**config.mk**
```make
export PLATFORM = sky130hd
export DESIGN_NAME = gsic_core
export DESIGN_NICKNAME = d
export VERILOG_FILES = /design/src/pkg/gsic_pkg.sv /design/src/core/gsic_core.sv
export SDC_FILE = /design/constraint.sdc
export NUM_CORES = 1
export LEC_CHECK = 0
export ABC_CLOCK_PERIOD_IN_PS = 2320
export BUFFER_PORTS_ARGS = -buffer_cell sky130_fd_sc_hd__buf_4
export CAP_MARGIN = 20
export CORE_ASPECT_RATIO = 1.5
export CORE_MARGIN = 4
export CORE_UTILIZATION = 50
export DETAILED_ROUTE_END_ITERATION = 8
export PLACE_DENSITY = 0.9
export RECOVER_POWER = 50
export SYNTH_ARGS = -nofsm -noshare
export SYNTH_HDL_FRONTEND = slang
export SYNTH_SLANG_ARGS = --single-unit
```
**constraint.sdc**
```tcl
create_clock -name clk_i -period 2.32 [get_ports clk_i]
set_input_delay 0.464 -clock clk_i [delete_from_list [all_inputs] [get_ports clk_i]]
set_output_delay 0.464 -clock clk_i [all_outputs]
set_load 0.005 [all_outputs]
```
**src/pkg/gsic_pkg.sv**
```systemverilog
/*
 Constants and carrier types of the general purpose pin block: register
 indices, reset values, control bit positions and the software reset timing.
 Assumes a 200 MHz device clock.
*/
`default_nettype none
package gsic_pkg;
	// Register indices; byte address is four times the index
	localparam logic [5:0] IDX_DIR = 6'h0a;
	localparam logic [5:0] IDX_STATE = 6'h0b;
	localparam logic [5:0] IDX_IEN = 6'h0c;
	localparam logic [5:0] IDX_CTRL = 6'h0e;
	// Reset values
	localparam logic [7:0] DIR_RST = 8'h00;
	localparam logic [7:0] STATE_RST = 8'hff;
	localparam logic [7:0] IEN_RST = 8'h00;
	localparam logic [7:0] CTRL_RST = 8'h00;
	// Control bits; bits 7..4 read as zero
	localparam int CTRL_LATCH = 0;
	localparam int CTRL_MODEM_A = 1;
	localparam int CTRL_MODEM_B = 2;
	localparam int CTRL_SRST = 3;
	localparam logic [7:0] CTRL_WR_MASK = 8'h0f;
	// Nibble positions and modem signal positions within a nibble
	localparam int NIB_A_LO = 4;
	localparam int NIB_B_LO = 0;
	localparam int MDM_RI = 3;
	localparam int MDM_CD = 2;
	localparam int MDM_DTR = 1;
	localparam int MDM_DSR = 0;
	// Software reset pulse length
	localparam int CLK_PERIOD_PS = 5000;
	localparam int SRST_TIME_PS = 20000;
	localparam int SRST_CYC_INT = (SRST_TIME_PS + CLK_PERIOD_PS - 1) / CLK_PERIOD_PS;
	localparam logic [2:0] SRST_LAST = 3'(SRST_CYC_INT - 1);
	// Modem inputs delivered to one channel
	typedef struct packed {
		logic ring_indicator_n;
		logic carrier_detect_n;
		logic set_ready_n;
	} gsic_modem_in_t;
endpackage
`default_nettype wire

```
**src/core/gsic_core.sv**
```systemverilog
/*
 General purpose pin block: direction, level state, interrupt enable and
 control registers behind a classic Wishbone slave, pin change interrupt,
 modem nibble hand-over and a self-clearing device software reset.
 Assumes pins already synchronous to clk_i and one shared register set
 reached from either channel's address window.
*/
// The Wishbone interface to the registers was decided locally.
// Behaviour
// - Reading the state register returns the level of all eight pins.
// - Writing the state register drives output pins low for 0, high for 1.
// - State register resets to all ones.
// - Interrupt enable register has one bit per pin, resets to zero.
// - Enable bits of a modem-assigned nibble do not produce interrupts.
// - Writing 1 to control bit 3 resets the whole device.
// - Software reset bit clears itself once that reset completes.
// - Control bit 2 hands the low nibble to channel B modem signals.
// - Control bit 1 hands the high nibble to channel A modem signals.
// - Unlatched, an interrupt is withdrawn when the input returns before read.
// - Latched, the interrupt stays and state keeps the causing level until read.
// - Control bits 7..4 are reserved, read zero; control resets to zero.
// - Direction register bit 0 makes a pin input, 1 makes it output.
`timescale 1ns/100ps
`default_nettype none
module gsic_core
(
	// Clock and reset
	input wire logic clk_i,
	input wire logic rst_i,
	// Wishbone slave
	input wire logic cyc_i,
	input wire logic stb_i,
	input wire logic we_i,
	input wire logic [7:0] adr_i,
	input wire logic [3:0] sel_i,
	input wire logic [31:0] dat_i,
	output logic [31:0] dat_o,
	output logic ack_o,
	// Pins
	input wire logic [7:0] pin_i,
	output logic [7:0] pin_o,
	output logic [7:0] pin_oe_n_o,
	// Modem signals to and from the channels
	input wire logic terminal_ready_chan_a_n_i,
	input wire logic terminal_ready_chan_b_n_i,
	output gsic_pkg::gsic_modem_in_t modem_chan_a_o,
	output gsic_pkg::gsic_modem_in_t modem_chan_b_o,
	// Device events
	output logic pin_irq_o,
	output logic device_reset_o
);
	logic [7:0] dir_r;
	logic [7:0] state_r;
	logic [7:0] ien_r;
	logic [7:0] ctrl_r;
	logic [7:0] ref_r;
	logic [7:0] pend_r;
	logic [7:0] pend_nxt;
	logic [7:0] eff_en;
	logic [7:0] modem_mask;
	logic [7:0] pin_out_nxt;
	logic [7:0] pin_oe_n_nxt;
	logic [31:0] dat_r;
	logic [2:0] srst_cnt_r;
	logic ack_r;
	logic req;
	logic wr;
	logic rd_clr;
	logic srst_done;
	logic lrst;
	logic [5:0] idx;

	// Level reported by a state read
	function automatic logic [7:0] state_view(input logic [7:0] pins, input logic [7:0] refv,
		input logic [7:0] pend, input logic latch);
		state_view = latch ? ((pend & ~refv) | (~pend & pins)) : pins;
	endfunction

	assign idx = adr_i[7:2];
	assign req = cyc_i & stb_i;
	assign wr = req & ack_r & we_i & sel_i[0];
	assign rd_clr = req & ack_r & ~we_i & (idx == gsic_pkg::IDX_STATE);
	assign srst_done = ctrl_r[gsic_pkg::CTRL_SRST] & (srst_cnt_r == gsic_pkg::SRST_LAST);
	assign lrst = rst_i | srst_done;
	assign ack_o = ack_r;
	assign dat_o = dat_r;
	assign device_reset_o = ctrl_r[gsic_pkg::CTRL_SRST];
	assign pin_irq_o = |pend_r;

	// Bus answer, one cycle after request
	always_ff @(posedge clk_i)
	begin
		if (rst_i)
			ack_r <= 1'b0;
		else
			ack_r <= req & ~ack_r;
	end

	// Read data captured before ack, unmapped reads zero
	always_ff @(posedge clk_i)
	begin
		if (rst_i)
			dat_r <= 32'h0000_0000;
		else if (req & ~ack_r & ~we_i)
		begin
			// one register set for all channels
			unique case (idx)
				gsic_pkg::IDX_DIR: dat_r <= {24'h00_0000, dir_r};
				gsic_pkg::IDX_STATE: dat_r <= {24'h00_0000,
					state_view(pin_i, ref_r, pend_r, ctrl_r[gsic_pkg::CTRL_LATCH])};
				gsic_pkg::IDX_IEN: dat_r <= {24'h00_0000, ien_r};
				gsic_pkg::IDX_CTRL: dat_r <= {24'h00_0000, ctrl_r & gsic_pkg::CTRL_WR_MASK};
				default: dat_r <= 32'h0000_0000;
			endcase
		end
	end

	// Direction register
	always_ff @(posedge clk_i)
	begin
		if (lrst)
			dir_r <= gsic_pkg::DIR_RST;
		else if (wr && idx == gsic_pkg::IDX_DIR)
			dir_r <= dat_i[7:0];
	end

	// Output level register
	always_ff @(posedge clk_i)
	begin
		if (lrst)
			state_r <= gsic_pkg::STATE_RST;
		else if (wr && idx == gsic_pkg::IDX_STATE)
			state_r <= dat_i[7:0];
	end

	// Interrupt enable register
	always_ff @(posedge clk_i)
	begin
		if (lrst)
			ien_r <= gsic_pkg::IEN_RST;
		else if (wr && idx == gsic_pkg::IDX_IEN)
			ien_r <= dat_i[7:0];
	end

	// Control register and software reset counter
	always_ff @(posedge clk_i)
	begin
		if (lrst)
			ctrl_r <= gsic_pkg::CTRL_RST;
		else if (wr && idx == gsic_pkg::IDX_CTRL)
			ctrl_r <= (dat_i[7:0] & gsic_pkg::CTRL_WR_MASK) | (ctrl_r & 8'h08);
	end

	always_ff @(posedge clk_i)
	begin
		if (lrst || !ctrl_r[gsic_pkg::CTRL_SRST])
			srst_cnt_r <= 3'h0;
		else
			srst_cnt_r <= srst_cnt_r + 3'h1;
	end

	always_comb
	begin
		modem_mask = 8'h00;
		if (ctrl_r[gsic_pkg::CTRL_MODEM_A])
			modem_mask[gsic_pkg::NIB_A_LO +: 4] = 4'hf;
		if (ctrl_r[gsic_pkg::CTRL_MODEM_B])
			modem_mask[gsic_pkg::NIB_B_LO +: 4] = 4'hf;
		eff_en = ien_r & ~modem_mask & ~dir_r;
	end

	// change on enabled input sets pending
	always_comb
	begin
		pend_nxt = eff_en & ((pin_i ^ ref_r) | ({8{ctrl_r[gsic_pkg::CTRL_LATCH]}} & pend_r));
		if (rd_clr)
			pend_nxt = 8'h00;
	end

	always_ff @(posedge clk_i)
	begin
		if (lrst)
			pend_r <= 8'h00;
		else
			pend_r <= pend_nxt;
	end

	// Reference level renewed by each state read
	always_ff @(posedge clk_i)
	begin
		if (lrst)
			ref_r <= gsic_pkg::STATE_RST;
		else if (rd_clr)
			ref_r <= dat_r[7:0];
	end

	// Pin drive, with modem nibble hand-over
	always_comb
	begin
		pin_out_nxt = state_r;
		pin_oe_n_nxt = ~dir_r;
		if (ctrl_r[gsic_pkg::CTRL_MODEM_A])
		begin
			pin_oe_n_nxt[gsic_pkg::NIB_A_LO +: 4] = 4'hf;
			pin_oe_n_nxt[gsic_pkg::NIB_A_LO + gsic_pkg::MDM_DTR] = 1'b0;
			pin_out_nxt[gsic_pkg::NIB_A_LO + gsic_pkg::MDM_DTR] = terminal_ready_chan_a_n_i;
		end
		if (ctrl_r[gsic_pkg::CTRL_MODEM_B])
		begin
			pin_oe_n_nxt[gsic_pkg::NIB_B_LO +: 4] = 4'hf;
			pin_oe_n_nxt[gsic_pkg::NIB_B_LO + gsic_pkg::MDM_DTR] = 1'b0;
			pin_out_nxt[gsic_pkg::NIB_B_LO + gsic_pkg::MDM_DTR] = terminal_ready_chan_b_n_i;
		end
	end

	always_ff @(posedge clk_i)
	begin
		if (rst_i)
		begin
			pin_o <= gsic_pkg::STATE_RST;
			pin_oe_n_o <= 8'hff;
		end
		else
		begin
			pin_o <= pin_out_nxt;
			pin_oe_n_o <= pin_oe_n_nxt;
		end
	end

	// Modem inputs, inactive high when nibble is plain pins
	always_ff @(posedge clk_i)
	begin
		if (lrst)
		begin
			modem_chan_a_o <= 3'h7;
			modem_chan_b_o <= 3'h7;
		end
		else
		begin
			modem_chan_a_o.ring_indicator_n <= ~ctrl_r[gsic_pkg::CTRL_MODEM_A]
				| pin_i[gsic_pkg::NIB_A_LO + gsic_pkg::MDM_RI];
			modem_chan_a_o.carrier_detect_n <= ~ctrl_r[gsic_pkg::CTRL_MODEM_A]
				| pin_i[gsic_pkg::NIB_A_LO + gsic_pkg::MDM_CD];
			modem_chan_a_o.set_ready_n <= ~ctrl_r[gsic_pkg::CTRL_MODEM_A]
				| pin_i[gsic_pkg::NIB_A_LO + gsic_pkg::MDM_DSR];
			modem_chan_b_o.ring_indicator_n <= ~ctrl_r[gsic_pkg::CTRL_MODEM_B]
				| pin_i[gsic_pkg::NIB_B_LO + gsic_pkg::MDM_RI];
			modem_chan_b_o.carrier_detect_n <= ~ctrl_r[gsic_pkg::CTRL_MODEM_B]
				| pin_i[gsic_pkg::NIB_B_LO + gsic_pkg::MDM_CD];
			modem_chan_b_o.set_ready_n <= ~ctrl_r[gsic_pkg::CTRL_MODEM_B]
				| pin_i[gsic_pkg::NIB_B_LO + gsic_pkg::MDM_DSR];
		end
	end

	// Checks
	a_state_reset_val: assert property (@(posedge clk_i) rst_i |=> state_r == gsic_pkg::STATE_RST)
		else $error("state register not all ones after reset");
	a_ien_reset_val: assert property (@(posedge clk_i) rst_i |=> ien_r == gsic_pkg::IEN_RST)
		else $error("enable register not zero after reset");
	a_srst_self_clear: assert property (@(posedge clk_i) disable iff (rst_i)
		$rose(ctrl_r[3]) |-> ctrl_r[3][*4] ##1 !ctrl_r[3])
		else $error("software reset bit did not clear after four cycles");
	a_srst_resets_regs: assert property (@(posedge clk_i) disable iff (rst_i)
		$fell(ctrl_r[3]) |-> (ien_r == 8'h00) && (dir_r == 8'h00) && !$past(device_reset_o, 5))
		else $error("software reset left registers set");
	a_ctrl_reserved_zero: assert property (@(posedge clk_i) disable iff (rst_i)
		ctrl_r[7:4] == 4'h0)
		else $error("reserved control bits set");
	a_pin_drive_out: assert property (@(posedge clk_i) disable iff (rst_i)
		!ctrl_r[1] && !ctrl_r[2] |=> (pin_oe_n_o == ~$past(dir_r)) && (pin_o == $past(state_r)))
		else $error("pin drive does not follow direction and state");
	a_modem_no_irq: assert property (@(posedge clk_i) disable iff (lrst)
		ctrl_r[1] ##1 ctrl_r[1] |-> pend_r[7:4] == 4'h0)
		else $error("modem nibble raised a pin interrupt");
	a_unlatch_withdraw: assert property (@(posedge clk_i) disable iff (lrst)
		!ctrl_r[0] && pin_i == ref_r |=> pend_r == 8'h00)
		else $error("unlatched interrupt not withdrawn");
	a_latch_hold_pend: assert property (@(posedge clk_i) disable iff (lrst)
		ctrl_r[0] && !rd_clr |=> (pend_r & $past(pend_r & eff_en)) == $past(pend_r & eff_en))
		else $error("latched interrupt lost before read");
	a_read_clears_pend: assert property (@(posedge clk_i) disable iff (lrst)
		rd_clr |=> pend_r == 8'h00 ##1 ref_r == $past(dat_r[7:0], 2))
		else $error("state read did not clear pending");
	a_state_read_pins: assert property (@(posedge clk_i) disable iff (lrst)
		req && !ack_r && !we_i && idx == gsic_pkg::IDX_STATE && !ctrl_r[0] |=> dat_o[7:0] == $past(pin_i))
		else $error("state read does not return pin levels");
endmodule
`default_nettype wire

```
* After elaboration in Yosys (flattened, before gate mapping)
Index checks and enable logic that the tools add are counted.
** Storage, ports and cells
- Input port bits :: 59
- Output and inout port bits :: 57
- Word-level logic and storage cells :: 77
- Register bits :: 102
** Operators by class
- Eq/ne operators :: 5
- Multiplexer cells :: 8
- Bitwise logic cells :: 34
- Reduce and logical (&&, ||, !) cells :: 10
- Add/sub/neg operators :: 1
** Operators with widths (number)
- AND 8 bit :: 6
- NOT 8 bit :: 4
- case mux 8 bit (4 select lines) :: 1
- == test 6 x 4 -> 1 bit (second input constant) :: 4
- bitwise OR 8 bit :: 2
- AND 1 bit :: 9
- 2-to-1 mux 4 bit :: 2
- 2-to-1 mux 8 bit :: 1
- OR reduction 8 bit :: 1
- XOR 8 bit :: 1
- bitwise OR 1 bit :: 7
- OR reduction 2 bit :: 3
- logical AND 1 bit :: 4
- 2-to-1 mux 2 bit :: 2
- NOT 1 bit :: 4
- bitwise OR 4 bit :: 1
- adder 3 x 1 -> 3 bit (second input constant) :: 1
- == test 3 x 2 -> 1 bit (second input constant) :: 1
- 2-to-1 mux 1 bit :: 2
- zero test 1 bit :: 1
- logical OR 1 bit :: 1

* Logic depth before layout (Yosys ltp)
- Depth after elaboration :: 5
- Depth in mapped cells :: 7
- Mapped depth without buffers :: 5

* Least setup slack after synthesis
Ideal clock, no wire load.
- Path type :: input to register
- From :: input port adr_i[7]
- To :: register ien_r[0]
- Stages on the path :: 5
- Path slack :: 0.363 ns
- Arrival time :: 1.829 ns
- Buffers on the path :: 1
- Cells stage by stage :: or3b_1 -> buf_6 -> nor4_4 -> mux2i_1 -> nor2_1
** Between the ends
- Cells in the longest elaborated chain, start to end :: 2
** RTL lines
- from (decl) :: line gsic_core.sv:34 : input wire logic [7:0] adr_i,
- == test 6 x 4 -> 1 bit :: line gsic_core.sv:141 : else if (wr && idx == gsic_pkg::IDX_IEN)
- logical AND 1 bit :: line gsic_core.sv:141
- to (signal assigned) :: line gsic_core.sv:140 : ien_r <= gsic_pkg::IEN_RST;
- to (signal assigned) :: line gsic_core.sv:142 : ien_r <= dat_i[7:0];
- to (decl) :: line gsic_core.sv:54 : logic [7:0] ien_r;
No other way between the ends.
A chain may end at the register's enable or synchronous reset.

* Worst setup path in the final report
- From :: register srst_cnt_r[0]
- To :: register pend_r[0]
** Between the ends
- Cells in the longest elaborated chain, start to end :: 4
** RTL lines
- from (decl) :: line gsic_core.sv:64 : logic [2:0] srst_cnt_r;
- from (signal assigned) :: line gsic_core.sv:159 : srst_cnt_r <= srst_cnt_r + 3'h1;
- == test 3 x 2 -> 1 bit :: line gsic_core.sv:83 : assign srst_done = ctrl_r[gsic_pkg::CTRL_SRST] & (srst_cnt_r == gsic_pkg::SRST_LAST);
- AND 1 bit :: line gsic_core.sv:83
- bitwise OR 1 bit :: line gsic_core.sv:84 : assign lrst = rst_i | srst_done;
- OR reduction 2 bit (no line)
- to (signal assigned) :: line gsic_core.sv:185 : pend_r <= pend_nxt;
- to (decl) :: line gsic_core.sv:57 : logic [7:0] pend_r;
No other way between the ends.

==> results.txt <==
The most common cell in the synthesized netlist is sky130_fd_sc_hd__dfxtp_1. The reported max-cap violation count is 0. In the routed design, unresolved DRC markers number 0.

The beginning of the worst hold path is terminal_ready_chan_b_n_i. The deepest clock path buffer count is 2. The most numerous cell type found on the critical path is sky130_fd_sc_hd__ha_1.

The port buffer count is 62. Setup repair after global routing left no endpoint under its margin. The smallest hold slack came out at 0.310 ns. The nature of the critical path endpoint is a register. The flow ran to the end, and the final reports show no timing, DRC or antenna violations. The mean instance size in the synthesized netlist is 9.21 um^2.

The number of cell instances on the worst register-to-register path came out at 5. The post-route clock period utilization came out at 83.5%. The largest single stage delay on the critical path is 0.46 ns. In this run, synthesis produced a sequential element count of 78. The endpoint of the worst-slack reg-to-reg timing path is pend_r[0]. The origin of the critical flop-to-flop path is srst_cnt_r[0]. For this design, the CTS-stage hold fixing added 0 buffers. By area the synthesized netlist is led by sky130_fd_sc_hd__dfxtp_1 47%, sky130_fd_sc_hd__mux2i_1 7.8%, sky130_fd_sc_hd__buf_4 5.6%.

The die covers 8060 um^2. The prevailing post-synth register cell is sky130_fd_sc_hd__dfxtp_1. Counting flops with a built-in enable in the synthesized netlist gives 0. The placement row count came out at 36. The number of cells on the worst hold path is 2.

The clock latency on the worst-skew pair came out at 0.36 ns. The number of antenna violations at the first check in global routing is 0. The overflow left after global routing came out at 0. The signal on the critical path passes through ha_1, ha_1, a21o_1, or3_1, a2111oi_1. The number of H-tree branching levels came out at 3. The analysis attributes to cell leakage a power of 1.54 nW. The tree is rooted in a sky130_fd_sc_hd__clkbuf_8. The maximum clock frequency came out at 0.516 GHz. The placed wire-length estimate after detailed placement is 6.15 mm. Global routing used 22.3% of the available tracks across all layers. The number of top-level pins came out at 116. The kind of critical path is register to register.

The cell count after synthesis came out at 362. The signal arrival time at the worst endpoint is 2.18 ns. The average detailed-routed wire length per instance is 17.2 um. The count of cells resized by post-cts repair is 0. In this design, the largest share of critical-path delay is due to compound AO/OA/AOI/OAI gates. The via count of the first global-routing pass was 2865. The largest driver fanout on the critical path is 7. The cell area after synthesis is 3330 um^2. The effective utilization at floorplan is 51.4%. The number of sinks handled by clock tree synthesis is 78.

After routing, the total negative slack on setup checks comes to 0 ns. The netlist uses 44 different library cells. The placeable core region is 6490 um^2.

The portion of the post-synthesis area used by sequential elements is 46.8%. The cell at the slowest stage of the critical path is sky130_fd_sc_hd__or3_1. The width of the die came out at 74.7 um. The via-per-instance ratio came out at 5.67.

The count of non-filler cells in the finished layout is 504. Subtracting the final worst setup slack from the clock period gives 1.94 ns. The final number of max-transition violations is 0. The cell area power density came out at 645 nW/um^2.

The share of flip-flops with an asynchronous set or reset after synthesis is 0%. The wire length after detailed routing is 8.65 mm. The setup clock skew after layout came out at 0.00749 ns. The largest total area in the synthesized netlist belongs to sky130_fd_sc_hd__dfxtp_1. Measured on the finished design, the core utilization comes to 62.0%. The clock transition at the registers of the reported paths came out at 0.08 ns. The first-pass iteration count of the detailed router is 5. The ratio of cells with drive above 1 in the final layout came out at 24.3%. The placer's final routability congestion estimate is 0.936. Entering global routing, the biggest net connects 27 pins.

The slew of the pin with the lowest slew margin is 0.679 ns. The first global-routing pass estimated 13.5 mm of wire. The number of antenna diodes in the final layout is 0. Summed over its instances, the top area cell type makes up 46.8% of the synthesized netlist area. For hold timing, the worst endpoint is pin_o[1]. Across the VDD grid, the largest voltage drop is 0.311 mV. The post-placement cell count is 489. STA puts the critical path data required time at 2.56 ns. The post-route worst setup slack is 0.383 ns.

Sorting the synthesized cells by how often they occur yields 78 x sky130_fd_sc_hd__dfxtp_1, 37 x sky130_fd_sc_hd__nand2_1, 28 x sky130_fd_sc_hd__nand3_1. The final hold violation count was 0. The detailed router's first-iteration violation count came out at 202. The CTS tree is done. The setup slack on the worst flop-to-flop path came out at 0.38 ns. Relative to the synthesized area, the layout overhead comes to 20.7%. The setup slack at placement came out at 0.151 ns. In this run the remaining antenna-violating nets after routing total 0. The number of nets in the finished design is 485. The yosys synthesis warning count came out at 0.

Once the clock tree was built, the setup fixing pass inserted 0 buffers. The relative max-transition margin came out at 54.7%. STA classifies the critical path startpoint as a register.

The detailed router placed 2860 vias in this run. The number of buffer and inverter instances along the worst setup path came out at 0. Setup violations remaining at the end of the flow were counted as 0. The number of CTS-inserted buffers is 9. The tightest min-delay check is of the input pin to register type.

The height of the die came out at 108 um.
[worst max-delay path by stage]
stage                     slack, ns   endpoint  cells past startpoint          start
final                          0.38  pend_r[0]                      5  srst_cnt_r[0]
after global routing           0.25  pend_r[0]                      5  srst_cnt_r[0]
after CTS                      0.39  pend_r[0]                      5  srst_cnt_r[0]
after detailed placement       0.15   ien_r[5]                      7       adr_i[7]
after global placement         0.23   ien_r[1]                      7       adr_i[7]
after floorplan                0.36   ien_r[0]                      5       adr_i[7]
[report_power, final]
| group | switching, mW | internal (mW) | total (mW) |
|---|---|---|---|
| clock network | 0.474 | 0.632 | 1.11 |
| registers | 0.000757 | 1.34 | 1.34 |
| logic | 0.0879 | 0.0600 | 0.148 |
| total | 0.563 | 2.03 | 2.59 |
[final cells by class]
cell class / instances / area [um^2]
clock buffer: 12 / 145
fill: 541 / 2460
multi-input combinational: 251 / 1550
timing repair buffer: 74 / 566
tap: 76 / 95.1
sequential: 78 / 1560
clock inverter: 3 / 68.8
inverter: 10 / 37.5
[layout by cell type, fill, tap and decap left out, drive strengths merged, types with 5 or more instances in the layout]
cell	n
a221oi	7
o21ai	25
nand3	28
inv	10
mux2i	26
conb	24
nor4b	5
clkbuf	45
nand2	37
nand3b	5
nor2	18
buf	41
a21oi	13
or2	11
dfxtp	78
[routing by layer]
layer	up-vias	global-route usage [%]	share of wire, %
met3	42	5.02	6.2
li1	1337	-	-
met2	133	38.5	52
met4	0	15.5	5.2
met5	-	0	0
met1	1348	23.2	37
[stage by stage]
stage	power [mW]	cell area [um^2]
after detailed placement	1.51	3810
after floorplan	1.47	3420
after global placement	1.51	3810
final	2.59	4020
after CTS	2.60	4030
after global routing	2.67	4020
[registers in the layout, indices dropped and copies added (netlist names), 4 cells and up]
signal	flops
ien_r	8
pin_o	8
dir_r	8
pend_r	8
pin_oe_n_o	8
ctrl_r	4
ref_r	8
state_r	8
dat_o	8
[kinds of logic (layout without fill, tap and decap cells)]
kind of cell    after synthesis  after routing  synth area share [%]
fa+ha+maj                     2              2                 0.751
xor+xnor                      8              8                  2.10
mux                          26             26                  7.81
simple gates                125            125                  20.0
flops                        78             78                  46.8
compound gates               66             66                  12.9
buf+inv                      56             99                  9.46
other cells                   1             24                 0.113
(Power assumes the default switching activity.)
